==> src/inc/bprl_regs.svh <==
// Purpose: offsets, field positions, reset values and counts of the program ram loader
// Assumes: included by bare name from the design, assertion and testbench files
// Notes: definitions only
`ifndef BPRL_REGS_SVH
`define BPRL_REGS_SVH
`define BPRL_BOOT_RAM_CONTROL_ADDR 6'h3f
`define BPRL_ADDR_TOP_BIT 5
`define BPRL_BOOTLOAD_ENABLE_BIT 2
`define BPRL_RUN_FROM_RAM_BIT 3
`define BPRL_CONTROL_RESET 8'h00
`define BPRL_SIG_SEED 8'ha6
`define BPRL_SIG_POLY 8'h1d
`define BPRL_RAM_DEPTH 4096
`define BPRL_RAM_AW 12
`define BPRL_FIFO_DEPTH 8
`endif

==> src/inc/bprl_pkg.sv <==
// Purpose: shared types of the program ram loader
// Assumes: nothing
// Notes: numbers live in bprl_regs.svh
package bprl_pkg;
    // one decoded microport transaction
    typedef struct packed {
        logic       wr;
        logic [5:0] addr;
        logic [7:0] data;
    } bprl_txn_t;
    // loader sequencer
    typedef enum logic [1:0] {
        BPRL_IDLE = 2'b00,
        BPRL_EXEC = 2'b01
    } bprl_state_t;
endpackage

==> src/logic/bprl_fifo.sv <==
// Purpose: small synchronous fifo with valid/ready on both sides
// Assumes: single clock, synchronous active-high reset
// Notes: width and depth are parameters; depth must be a power of two
module bprl_fifo #(
    parameter int WIDTH = 15,
    parameter int DEPTH = 8
) (
    input wire logic core_clk,
    input wire logic rst,
    input wire logic in_valid,
    output logic in_ready,
    input wire logic [WIDTH-1:0] in_data,
    output logic out_valid,
    input wire logic out_ready,
    output logic [WIDTH-1:0] out_data
);
    localparam int AW = $clog2(DEPTH);
    typedef struct packed {
        logic [AW-1:0] wp;
        logic [AW-1:0] rp;
        logic [AW:0] cnt;
    } bprl_fifo_st_t;
    bprl_fifo_st_t st_r, st_nxt;
    logic [WIDTH-1:0] mem [DEPTH];
    logic push, pop;

    // handshakes; full and empty come straight from the count
    assign in_ready = (st_r.cnt != DEPTH[AW:0]);
    assign out_valid = (st_r.cnt != '0);
    assign out_data = mem[st_r.rp];
    assign push = in_valid && in_ready;
    assign pop = out_valid && out_ready;

    // pointer and count update
    always_comb begin
        st_nxt = st_r;
        if (push) begin
            st_nxt.wp = st_r.wp + 1'b1;
        end
        if (pop) begin
            st_nxt.rp = st_r.rp + 1'b1;
        end
        if (push && !pop) begin
            st_nxt.cnt = st_r.cnt + 1'b1;
        end else if (pop && !push) begin
            st_nxt.cnt = st_r.cnt - 1'b1;
        end
    end

    always_ff @(posedge core_clk) begin
        if (rst) begin
            st_r <= '0;
        end else begin
            st_r <= st_nxt;
        end
    end

    // storage needs no reset
    always_ff @(posedge core_clk) begin
        if (push) begin
            mem[st_r.wp] <= in_data;
        end
    end
endmodule

==> src/logic/bprl_loader.sv <==
// Purpose: fills the loadable program ram from microport transactions
// Assumes: transactions arrive already deserialised, synchronous to core_clk
// Notes: bit-level microport and device register bank are outside this block
`include "bprl_regs.svh"

// Overview of operation
// host keeps the whole 4096-byte image in its own memory.
// bootload mode entered only by writing control register 3fh; left by that write or by hardware reset.
// in bootload, writes to addresses other than 3fh are program ram fills.
// fill writes ignore the command address and use an internal sequential address.
// reads during bootload leave the fill address untouched.
// only the first 4096 fills are stored; later fills are discarded.
// host reads the signature before leaving bootload and compares it.
// 8-bit signature compressor takes only fill write data.
// clearing the bootload bit exits, reseeds signature, resets fill address.
// hardware reset also reseeds signature and resets the fill address.
// in bootload, a write to 3fh updates only the control register.
// bootload reads: top address bit set gives control, clear gives signature.
// outside bootload, writes go to the device register at that address.
// host clears bootload and sets run-from-ram to run the loaded program.
// while loading, built-in program runs; counter and signature advance on fills. Here program_source_select follows bit 3 in bootload too.
// each transaction is a command/address byte then one data byte.
// fill address starts at zero and steps by one per accepted fill.
module bprl_loader
    import bprl_pkg::*;
(
    input wire logic core_clk,
    input wire logic rst,
    input wire logic txn_valid,
    output logic txn_ready,
    input wire logic txn_wr,
    input wire logic [5:0] txn_addr,
    input wire logic [7:0] txn_data,
    output logic rd_valid,
    output logic [7:0] rd_data,
    output logic ram_we,
    output logic [11:0] ram_addr,
    output logic [7:0] ram_wdata,
    output logic device_config_register_we,
    output logic [5:0] device_config_register_addr,
    output logic [7:0] device_config_register_wdata,
    output logic device_config_register_re,
    input wire logic [7:0] device_config_register_rdata,
    output logic [7:0] boot_ram_control,
    output logic [7:0] load_signature,
    output logic bootload_active,
    output logic program_source_select,
    output logic load_full
);
    // ****************************************
    // state
    // ****************************************
    typedef struct packed {
        bprl_state_t state;
        logic [7:0] ctrl;
        logic [7:0] sig;
        logic [12:0] fill_cnt;
        logic ram_we;
        logic [11:0] ram_addr;
        logic [7:0] ram_wdata;
        logic device_config_register_we;
        logic [5:0] device_config_register_addr;
        logic [7:0] device_config_register_wdata;
        logic device_config_register_re;
        logic rd_pend_sel;
        logic rd_pend;
        logic rd_valid;
        logic [7:0] rd_data;
        logic [7:0] rd_own;
    } bprl_st_t;
    bprl_st_t st_r, st_nxt;

    bprl_txn_t q_txn;
    logic q_valid;
    logic q_ready;

    // ****************************************
    // functions
    // ****************************************
    // one step of the multiple-input signature register
    function automatic logic [7:0] sig_step(input logic [7:0] s, input logic [7:0] d);
        logic [7:0] sh;
        sh = {s[6:0], 1'b0};
        if (s[7]) begin
            sh = sh ^ `BPRL_SIG_POLY;
        end
        return sh ^ d;
    endfunction

    function automatic logic is_ctrl_addr(input logic [5:0] a);
        return a == `BPRL_BOOT_RAM_CONTROL_ADDR;
    endfunction

    // ****************************************
    // transaction buffer
    // ****************************************
    // fifo decouples the serial front end; one transaction per byte pair
    bprl_fifo #(
        .WIDTH($bits(bprl_txn_t)),
        .DEPTH(`BPRL_FIFO_DEPTH)
    ) u_fifo (
        .core_clk(core_clk),
        .rst(rst),
        .in_valid(txn_valid),
        .in_ready(txn_ready),
        .in_data({txn_wr, txn_addr, txn_data}),
        .out_valid(q_valid),
        .out_ready(q_ready),
        .out_data(q_txn)
    );

    // a read waits until its answer has been handed back, so reads stall the fifo
    assign q_ready = (st_r.state == BPRL_IDLE) && !st_r.rd_pend;

    // ****************************************
    // decode and execute
    // ****************************************
    // one always_comb computes the next state of everything
    always_comb begin
        logic boot;
        logic [7:0] new_ctrl;
        st_nxt = st_r;
        boot = st_r.ctrl[`BPRL_BOOTLOAD_ENABLE_BIT];
        new_ctrl = q_txn.data;
        st_nxt.ram_we = 1'b0;
        st_nxt.device_config_register_we = 1'b0;
        st_nxt.device_config_register_re = 1'b0;
        st_nxt.rd_valid = 1'b0;
        st_nxt.state = BPRL_IDLE;
        // device_config_register read data returns one cycle after the strobe
        if (st_r.rd_pend) begin
            st_nxt.rd_pend = 1'b0;
            st_nxt.rd_valid = 1'b1;
            st_nxt.rd_data = st_r.rd_pend_sel ? device_config_register_rdata : st_r.rd_own;
        end
        if (q_valid && q_ready) begin
            st_nxt.state = BPRL_EXEC;
            if (q_txn.wr) begin
                if (is_ctrl_addr(q_txn.addr)) begin
                    // control write reaches neither the ram nor the device register while loading
                    st_nxt.ctrl = new_ctrl;
                    if (!new_ctrl[`BPRL_BOOTLOAD_ENABLE_BIT]) begin
                        st_nxt.sig = `BPRL_SIG_SEED;
                        st_nxt.fill_cnt = '0;
                    end
                    if (!boot) begin
                        st_nxt.device_config_register_we = 1'b1;
                        st_nxt.device_config_register_addr = q_txn.addr;
                        st_nxt.device_config_register_wdata = q_txn.data;
                    end
                end else if (boot) begin
                    // fill write: command address ignored
                    if (!st_r.fill_cnt[12]) begin
                        st_nxt.ram_we = 1'b1;
                        st_nxt.ram_addr = st_r.fill_cnt[11:0];
                        st_nxt.ram_wdata = q_txn.data;
                        st_nxt.fill_cnt = st_r.fill_cnt + 13'h0001;
                        st_nxt.sig = sig_step(st_r.sig, q_txn.data);
                    end
                end else begin
                    st_nxt.device_config_register_we = 1'b1;
                    st_nxt.device_config_register_addr = q_txn.addr;
                    st_nxt.device_config_register_wdata = q_txn.data;
                end
            end else begin
                // reads never move the fill address or the signature
                st_nxt.rd_pend = 1'b1;
                if (boot) begin
                    st_nxt.rd_pend_sel = 1'b0;
                    st_nxt.rd_own = q_txn.addr[`BPRL_ADDR_TOP_BIT] ? st_r.ctrl : st_r.sig;
                end else begin
                    st_nxt.rd_pend_sel = 1'b1;
                    st_nxt.device_config_register_re = 1'b1;
                    st_nxt.device_config_register_addr = q_txn.addr;
                end
            end
        end
    end

    // ****************************************
    // registers
    // ****************************************
    // synchronous reset returns loader to the ready state
    always_ff @(posedge core_clk) begin
        if (rst) begin
            st_r <= '0;
            st_r.state <= BPRL_IDLE;
            st_r.ctrl <= `BPRL_CONTROL_RESET;
            st_r.sig <= `BPRL_SIG_SEED;
        end else begin
            st_r <= st_nxt;
        end
    end

    // ****************************************
    // outputs
    // ****************************************
    // all straight from flip-flops
    assign rd_valid = st_r.rd_valid;
    assign rd_data = st_r.rd_data;
    assign ram_we = st_r.ram_we;
    assign ram_addr = st_r.ram_addr;
    assign ram_wdata = st_r.ram_wdata;
    assign device_config_register_we = st_r.device_config_register_we;
    assign device_config_register_addr = st_r.device_config_register_addr;
    assign device_config_register_wdata = st_r.device_config_register_wdata;
    assign device_config_register_re = st_r.device_config_register_re;
    assign boot_ram_control = st_r.ctrl;
    assign load_signature = st_r.sig;
    assign bootload_active = st_r.ctrl[`BPRL_BOOTLOAD_ENABLE_BIT];
    // select follows the run-from-ram bit alone, in bootload as well; loaded program needs the select set
    assign program_source_select = st_r.ctrl[`BPRL_RUN_FROM_RAM_BIT];
    assign load_full = st_r.fill_cnt[12];
endmodule

==> config.mk <==
export PLATFORM = sky130hd
export DESIGN_NAME = bprl_loader
export DESIGN_NICKNAME = d
export VERILOG_FILES = /design/src/inc/bprl_pkg.sv /design/src/logic/bprl_fifo.sv /design/src/logic/bprl_loader.sv
export VERILOG_INCLUDE_DIRS = /design/src /design/src/inc
export SDC_FILE = /design/constraint.sdc
export NUM_CORES = 1
export LEC_CHECK = 0
export ABC_AREA = 1
export BUFFER_PORTS_ARGS = -buffer_cell sky130_fd_sc_hd__buf_2
export CAP_MARGIN = 25
export CELL_PAD_IN_SITES_DETAIL_PLACEMENT = 1
export CELL_PAD_IN_SITES_GLOBAL_PLACEMENT = 1
export CORE_ASPECT_RATIO = 0.5
export CORE_MARGIN = 8
export CORE_UTILIZATION = 46
export CTS_CLUSTER_DIAMETER = 100
export DETAILED_ROUTE_END_ITERATION = 16
export PLACE_DENSITY_LB_ADDON = 0.2
export SLEW_MARGIN = 0
export SYNTH_ARGS = -nofsm -noshare
export SYNTH_HDL_FRONTEND = slang
export SYNTH_HIERARCHICAL = 1
export SYNTH_SLANG_ARGS = --single-unit
==> constraint.sdc <==
create_clock -name core_clk -period 2.4 [get_ports core_clk]
set_clock_uncertainty 0.05 [all_clocks]
set_input_delay 0.6 -clock core_clk [delete_from_list [all_inputs] [get_ports core_clk]]
set_output_delay 0.6 -clock core_clk [all_outputs]
set_load 0.05 [all_outputs]
==> impl_metrics.toml, run 1 <==
[setup_path]
critical_path.slowest_cell = "dfxtp_4"
required_ps = 2780
start_kind = "flip-flop"
arrival_ps = 2710
path_cells = "buf_12 > nor2_1 > nor2_1 > o21ai_1 > o21ai_1 > nand2_1 > nand2_2 > nand2_1 > inv_2 > nand2_4 > a21oi_4 > nand2_8 > buf_6 > nand2_4 > nand2_2 > a21oi_2"
crit_path_end_kind = "flip-flop"
crit_type = "flip-flop to flip-flop"
path_buf_inv = 3
crit_path_max_incr_delay_ps = 450
cp_top_family = "simple AND/OR/NAND/NOR gates"
crit_fanout = 14

[power]
p_per_area_nw_per_um2 = 1170
max-vdd-ir-drop_v = 0.000677
cellLeakagePower_uw = 0.00442

[sta]
worstMarginPinSlew_ps = 516
max_slew_margin_pct = 65.6
finalSetupViolCount = 0
period_needed_ps = 2330
finalMaxSlewViolations = 0
grt_setup_unrepaired = "yes"
tns_ps = 0
hold_viol_final = 0
max_freq_ghz = 0.429
final.period_utilization_pct = 97.0

[clocking]
clock-sinks = 219
cts_hold_buf = 0
cts_tree = "yes"
insertion_delay_ps = 510
htreeDepth = 1
cts_buffers = 21
clockBufferDepth = 3
clkTransAtPathRegs_ps = 70
clockRootBuffer = "clkbuf_16"

[routing]
first_pass_iters = 5
vias = 7180
drt-vias-per-instance = 5.29
drtIter0Drc = 458
post-route-drc-count = 0
wirelength_um = 26300
wl_per_cell_um = 19.4
final_antenna_net_count = 0

[grt]
grt_max_degree = 25
grt_overflow = 0
grtUsageTotal_pct = 19.9
grt_pass1_vias = 7392
grt_pass1_wl_um = 40300
antenna_found_initial = 1

[layout]
multi_input_area_um2 = 3070
drive_gt1_share_pct = 21.8
final_nets = 1103
syn_to_final_growth_pct = 16.8
fillers = 2311
fin_area_um2 = 11000
seqCellArea_um2 = 5590
n_antenna_cell = 0

[place]
place_congestion = 0.775
place_area_um2 = 9940
dpl.hpwl_um = 17500
port-buffer-count = 91

[die]
die_w_um = 218
dieArea_um2 = 25600
initial_core_util_pct = 46.3
top_level_ports = 92
coreArea_um2 = 20300
fp-row-count = 37
fp.dieH_um = 117

[yosys]
async_reset_ff_share_pct = 0
seq_area_frac_synth_pct = 59.4
syn_avg_cell_area_um2 = 9.38
synth.area.mux_share_pct = 0.319
synthAdderAreaFrac_pct = 1.01
synthFlopType = "edfxtp_1"
synth_top_family_by_area = "simple AND/OR/NAND/NOR gates"
synth_nets = 1036
synthesis.area_um2 = 9410
yosys.cell_types.count = 37
synthXorXnorAreaFrac_pct = 1.02
synth_edf_count = 120
ys_warn_count = 6
netlist_instances = 1003
synth_compound_area_share_pct = 11.5
synthSimpleGateAreaFrac_pct = 17.3
synth-seq-cells = 219

[status]
status = "complete, no violations"

[flow_run]
cap_violations = 0

[min_path]
hp-class = "input port to flip-flop"
what timing repair did:
action | in CTS | in global routing
resized for setup | 2 | 58
setup buffers | 0 | 6
setup endpoints to repair | 41 | 51
cloned | 0 | 3
pin swaps | 0 | 12
path summary, 6_finish.rpt:
check,start,slack [ps],cells past startpoint,to
worst max-delay path,flip-flop,70,16,load_signature[4]$_SDFFE_PP0P_
worst min register to register,ram_addr[10]$_SDFFE_PP0P_,410,2,ram_addr[10]$_SDFFE_PP0P_
worst max register to register,flip-flop,70,16,load_signature[4]$_SDFFE_PP0P_
worst min-delay path,txn_data[1],310,1,u_fifo/mem[1][1]$_DFFE_PP_
synthesized netlist by cell type, types with 2 or more instances:
library cell | number | area (µm²)
a21oi_1 | 62 | 310
buf_2 | 19 | 95.1
xnor2_1 | 4 | 35.0
nand2_2 | 6 | 37.5
clkbuf_1 | 12 | 45.0
clkbuf_2 | 2 | 10.0
nor3_1 | 6 | 30.0
dfxtp_1 | 99 | 1980
nand3_1 | 43 | 215
o21ai_0 | 82 | 410
mux2i_1 | 3 | 30.0
edfxtp_1 | 120 | 3600
xor2_1 | 7 | 61.3
nor2_2 | 4 | 25.0
nor2_4 | 2 | 22.5
o21ai_1 | 62 | 310
nor2_1 | 175 | 657
inv_2 | 4 | 15.0
clkinv_1 | 3 | 11.3
nand3_2 | 4 | 40.0
inv_1 | 48 | 180
nand4_1 | 5 | 31.3
ha_1 | 6 | 75.1
buf_4 | 62 | 465
nand2_1 | 147 | 552
buf_6 | 5 | 56.3
through the flow:
stage          worst slack, ps  total power [µW]  hold WS, ps  cells  util, %
2_1_floorplan              208              7810          390   1003        -
3_3_place_gp              71.5              8880          399   1311     48.9
3_5_place_dp             -37.9              9040          402   1311     48.9
4_1_cts                   13.5             12700          296   1349     52.6
5_1_grt                  -38.4             13600          315   1358     54.1
6_report                  71.6             12900          307   1358     54.1
where the power goes:
part,total (µW),internal (µW),switching (µW)
clock network,3580,2120,1460
logic,4700,1450,3250
registers,4620,4360,267
kinds of logic (layout without fill, tap and decap cells):
logic type / count (synthesis) / after routing
AO/OA/AOI/OAI: 212 / 212
XOR/XNOR: 11 / 11
adder cells (fa/ha/maj): 7 / 7
buffers and inverters: 157 / 239
flip-flops: 219 / 219
multiplexers: 3 / 3
AND/OR/NAND/NOR: 394 / 394
per-layer routing:
layer,vias to the layer above,wire length (µm),track usage [%]
met4,2,561,5.88
met3,51,1380,3.57
li1,3439,-,-
met5,-,13,0
met1,3532,11600,25.9
met2,156,12800,34.0
layout make-up:
| type | instances | share of cell area (%) |
|---|---|---|
| Clock buffer | 29 | 5.60 |
| Clock inverter | 9 | 1.15 |
| Inverter | 56 | 2.00 |
| Multi-Input combinational cell | 627 | 28.0 |
| Sequential cell | 219 | 50.9 |
| Tap cell | 273 | 3.11 |
| Timing Repair Buffer | 145 | 9.28 |
registers in the layout, summed over array words and instances (netlist names), named ones only:
| register | count |
|---|---|
| device_config_register_re | 1 |
| st_r | 23 |
| rd_data | 8 |
| u_fifo/mem | 120 |
| rd_valid | 1 |
| ram_we | 1 |
| u_fifo/st_r | 10 |
| device_config_register_wdata | 8 |
| boot_ram_control | 8 |
| ram_wdata | 8 |
| load_full | 1 |
| device_config_register_we | 1 |
| load_signature | 8 |
| device_config_register_addr | 6 |
| ram_addr | 12 |
layout by cell type (no fill, tap or decap), drive strengths merged, types with 7 or more instances in the layout:
| cell type | netlist | layout |
|---|---|---|
| inv | 53 | 54 |
| o21ai | 144 | 144 |
| nor2 | 181 | 181 |
| nand2 | 154 | 154 |
| clkinv | 3 | 8 |
| buf | 87 | 143 |
| xor2 | 7 | 7 |
| dfxtp | 99 | 99 |
| edfxtp | 120 | 120 |
| a21oi | 64 | 64 |
| clkbuf | 14 | 31 |
| nand3 | 47 | 47 |
(Power assumes the default switching activity.)
==> inputs of run 2 (changes only) <==
- CORE_UTILIZATION: 46 -> 45
- SYNTH_HIERARCHICAL: 1 -> unset
==> run 2 against run 1 <==
Critical endpoint is now boot_ram_control[7]$_SDFFE_PP0P_. Synthesized area rose by 3.2%. Synthesized cell count rose by 7.2%. Routed wire length rose by 1.3%. Hold slack got worse by 3.2 ps. Sequential share of layout area fell by 0.77 points. Flip-flop and latch count did not move. Largest power group is now sequential cells. Worst setup slack improved by 57 ps. Register-to-register slack improved by 60 ps. Clock power fell by 3%.
==> impl_metrics.toml, run 2 <==
[setup_path]
required_ps = 2740
arrival_ps = 2610
start_kind = "flip-flop"
crit_type = "flip-flop to flip-flop"
crit_path_end_kind = "flip-flop"
crit_fanout = 16

[grt]
grt_overflow = 0
grt_pass1_wl_um = 42100
grtUsageTotal_pct = 19.5
grt_pass1_vias = 7681
antenna_found_initial = 1
grt_max_degree = 61

[layout]
n_antenna_cell = 0
final_common_cell = "nand2_1"
syn_to_final_growth_pct = 15.0
drive_gt1_share_pct = 18.9
fin_area_um2 = 11200
largest_register = "u_fifo.mem"
largest_register_ffs = 120
mostFrequentLayoutCells = "194 x nand2_1, 154 x nor2_1, 120 x edfxtp_1"
final_nets = 1174
stdcell_count = 1435

[place]
place_congestion = 0.768
place_area_um2 = 10300
dpl.hpwl_um = 18200
port-buffer-count = 91
place_inst = 1394

[yosys]
synth_compound_area_share_pct = 9.76
synth_nets = 1108
synth-seq-cells = 219
synthXorXnorAreaFrac_pct = 0.992
syn_avg_cell_area_um2 = 9.03
synth.area.mux_share_pct = 0
yosysMostFrequentCell = "nand2_1"
synth_edf_count = 120
netlist_instances = 1075
synthAdderAreaFrac_pct = 0.980
synthFlopType = "edfxtp_1"
synth_top_family_by_area = "simple AND/OR/NAND/NOR gates"
yosysTopAreaCellShare_pct = 37.1
yosys.cell_types.count = 36
synthesis.area_um2 = 9710
seq_area_frac_synth_pct = 57.5
ys_top_cells_by_count = "200 x nand2_1, 155 x nor2_1, 120 x edfxtp_1"
async_reset_ff_share_pct = 0
synthSimpleGateAreaFrac_pct = 19.5
yosysTopAreaCell = "edfxtp_1"
synth_area_leaders = "edfxtp_1 37%, dfxtp_1 20%, nand2_1 7.7%"
ys_warn_count = 0

[clocking]
cts_hold_buf = 0
htreeDepth = 1
clockRootBuffer = "clkbuf_16"
cts_tree = "yes"
insertion_delay_ps = 510
clkTransAtPathRegs_ps = 70
cts_buffers = 21
clockBufferDepth = 3
clock-sinks = 219

[sta]
worstMarginPinSlew_ps = 680
hold_viol_final = 0
finalSetupViolCount = 0
final.period_utilization_pct = 94.6
max_freq_ghz = 0.440
max_slew_margin_pct = 54.5
finalMaxSlewViolations = 0
period_needed_ps = 2270

[routing]
drtIter0Drc = 581
post-route-drc-count = 0
drt-vias-per-instance = 5.18
wirelength_um = 26600
final_antenna_net_count = 0
wl_per_cell_um = 18.6
first_pass_iters = 4
vias = 7428

[flow_run]
cap_violations = 0

[die]
fp.dieH_um = 120
dieArea_um2 = 26800
coreArea_um2 = 21400
fp-row-count = 38
initial_core_util_pct = 45.4
top_level_ports = 92
die_w_um = 224

[status]
status = "complete, no violations"

[power]
p_per_area_nw_per_um2 = 1130
max-vdd-ir-drop_v = 0.000482
cellLeakagePower_uw = 0.00476

[min_path]
hp-class = "input port to flip-flop"
==> run 2: timing repair <==
item	4_1_cts	5_1_grt
setup endpoints to repair	1	50
buffers inserted	0	1
gates resized for setup	2	21
gates cloned	0	3
pin swaps	1	1
hold endpoints to repair	0	0
==> run 2: worst paths after layout <==
kind	from	endpoint	slack, ps	cells after the start
setup / recovery	flip-flop	boot_ram_control[7]$_SDFFE_PP0P_	130	13
hold / removal	txn_data[3]	u_fifo.mem[0][3]$_DFFE_PP_	300	1
setup reg to reg	flip-flop	boot_ram_control[7]$_SDFFE_PP0P_	130	13
hold reg to reg	st_r[7]$_SDFFE_PP0P_	st_r[7]$_SDFFE_PP0P_	410	2
==> run 2: power breakdown <==
| group | leakage, µW | switching, µW | internal (µW) | total, µW |
|---|---|---|---|---|
| registers | 0.00190 | 284 | 4360 | 4640 |
| clock network | 0.000350 | 1430 | 2030 | 3470 |
| logic | 0.00252 | 3160 | 1370 | 4530 |
| total | 0.00476 | 4880 | 7760 | 12600 |
==> run 2: area by class of cell <==
class | instances | area, µm²
multi-input cells | 651 | 3100
clock inverters | 11 | 135
inverters | 98 | 380
flip-flops and latches | 219 | 5590
fillers | 2485 | 10200
clock buffers | 26 | 576
well taps | 280 | 350
repair buffers | 149 | 1020
repair inverters | 1 | 8.76
==> run 2: logic make-up after synthesis <==
family          count (synthesis)
simple gates                  454
flops                         219
buf+inv                       205
compound gates                179
xor+xnor                       11
fa+ha+maj                       7
==> run 2: metrics by stage <==
step	util, %	hold slack (ps)	total power, µW	setup WS (ps)	setup TNS [ps]
floorplan	-	383	7700	13.5	0
global placement	48.2	394	8840	10.8	0
detailed placement	48.2	406	8990	-80.5	-80.5
CTS	51.6	292	12500	2.35	0
global route	52.2	302	13300	-4.41	-4.85
finish	52.2	304	12600	129	0
==> run 2: metal layers <==
| layer | vias up | part of all wire [%] | global-route usage [%] | wire length, µm |
|---|---|---|---|---|
| li1 | 3625 | - | - | - |
| met1 | 3603 | 47 | 26.3 | 12400 |
| met2 | 153 | 47 | 32.7 | 12500 |
| met3 | 45 | 4.3 | 3.12 | 1130 |
| met4 | 2 | 2.1 | 4.83 | 557 |
| met5 | - | 0.049 | 0 | 13 |
==> run 2: critical path, stage by stage (launching register included) <==
cell	delay, ps
dfxtp_1	370
inv_1	140
buf_12	170
nand3_1	140
nand3_1	120
nand2_2	100
nor2_2	170
nand3_4	100
buf_12	160
buf_4	170
nor2_4	110
inv_1	100
o21ai_0	170
a21oi_1	60
==> inputs of run 3 (changes only) <==
- PLACE_DENSITY_LB_ADDON: 0.2 -> 0.1
==> run 3 against run 2 <==
Utilization is 0.37 points higher. Largest cell class unchanged. Register-to-register slack worse by 50 ps. Total power is 2.0% higher. Die area stayed put. Via count hardly changed. Critical endpoint is now st_r[56]$_SDFFE_PP0P_. Routed wire length is 2.0% higher.
==> impl_metrics.toml, run 3 (synthesized netlist as in run 2, its figures left out) <==
[routing]
drt-vias-per-instance = 5.16
route.met3.wl_um = 1360
maxUsedRoutingLayer = "met4"
drtIter0Drc = 517
final_antenna_net_count = 0
post-route-drc-count = 0
vias = 7432
wl_per_cell_um = 18.9
first_pass_iters = 5
wl_met1_um = 13200
wirelength_um = 27200
wl_met2_um = 12200

[place]
place_area_um2 = 10300
dpl.hpwl_um = 18600
port-buffer-count = 91
place_inst = 1394
place_congestion = 0.769

[clocking]
cts_tree = "yes"
cts_hold_buf = 0
cts_buffers = 21
insertion_delay_ps = 510
clockRootBuffer = "clkbuf_16"
clockBufferDepth = 3
clock-sinks = 219
htreeDepth = 1
clkTransAtPathRegs_ps = 70

[layout]
final_common_cell = "nand2_1"
drive_gt1_share_pct = 19.4
largest_register_ffs = 120
n_antenna_cell = 0
largest_register = "u_fifo.mem"
fillers = 2473
final_nets = 1177
fin_area_um2 = 11200
mostFrequentLayoutCells = "195 x nand2_1, 153 x nor2_1, 120 x edfxtp_1"
stdcell_count = 1439
utilization_pct = 52.5
syn_to_final_growth_pct = 15.8

[grt]
antenna_found_initial = 0
grt_max_degree = 36
grt_overflow = 0
grt_pass1_vias = 7562
grt_pass1_wl_um = 42200
grtUsageTotal_pct = 19.7

[setup_path]
crit_path_end_kind = "flip-flop"
crit_fanout = 15
start_kind = "flip-flop"
arrival_ps = 2670
required_ps = 2760
crit_type = "flip-flop to flip-flop"

[sta]
grt_setup_unrepaired = "yes"
whs_ps = 305
worstMarginPinSlew_ps = 681
hold_viol_final = 0
final.period_utilization_pct = 96.7
finalSetupViolCount = 0
max_freq_ghz = 0.431
period_needed_ps = 2320
max_slew_margin_pct = 54.5
finalMaxSlewViolations = 0

[power]
p_total_uw = 12900
cellLeakagePower_uw = 0.00477
p_per_area_nw_per_um2 = 1150
max-vdd-ir-drop_v = 0.000527

[die]
fp.dieH_um = 120
fp-row-count = 38
dieArea_um2 = 26800
die_w_um = 224
top_level_ports = 92
initial_core_util_pct = 45.4
coreArea_um2 = 21400

[flow_run]
cap_violations = 0

[status]
status = "complete, no violations"

[min_path]
hp-class = "input port to flip-flop"
==> run 3: critical path, stage by stage (launching register included) <==
cell and delay (ps):
dfxtp_4 450, inv_8 90, buf_12 150, nand2_1 60, nand3_1 70, nand3_1 80
nand2_1 130, nor2_4 170, nand3_4 140, buf_6 190, a21oi_4 170, buf_12 140
buf_6 120, nand3_1 70, nand2_1 70, nor2_1 50
==> run 3: timing repair <==
action	4_1_cts	5_1_grt
setup buffers	0	4
resized for setup	5	33
endpoints found under the setup margin	18	49
pin swaps	1	4
cloned	0	3
==> run 3: per-stage QoR <==
| step | TNS, ps | setup slack, ps |
|---|---|---|
| after detailed placement | -262 | -127 |
| final | 0 | 80.3 |
| after floorplan | 0 | 13.5 |
| after global placement | 0 | 38.0 |
| after global routing | -263 | -49.0 |
| after CTS | 0 | 12.3 |
==> run 3: final timing paths <==
path | cells after the start | endpoint | slack, ps | startpoint
max | 15 | st_r[56]$_SDFFE_PP0P_ | 80 | flip-flop
min reg2reg | 2 | ram_addr[0]$_SDFFE_PP0P_ | 420 | ram_addr[0]$_SDFFE_PP0P_
min | 1 | u_fifo.mem[0][1]$_DFFE_PP_ | 310 | txn_data[1]
max reg2reg | 15 | st_r[56]$_SDFFE_PP0P_ | 80 | flip-flop
==> run 3: report_power, final <==
part	internal (µW)	switching (µW)	total (µW)
sequential	4360	263	4620
clock	1950	1460	3420
combinational	1560	3290	4850
total	7870	5010	12900
==> run 3: layout make-up <==
class / count / area (µm²) / area share [%]
clock buffers: 26 / 586 / 5.21
well taps: 280 / 350 / 3.12
clock inverters: 12 / 111 / 0.991
multi-input cells: 652 / 3160 / 28.1
flip-flops and latches: 219 / 5590 / 49.8
repair buffers: 152 / 1060 / 9.43
inverters: 98 / 382 / 3.39
==> run 3: per-layer routing <==
metal  GRT usage (%)  vias up
met3            3.43       33
met5               0        -
met4            4.01        0
li1                -     3625
met1            28.2     3630
met2            31.2      144
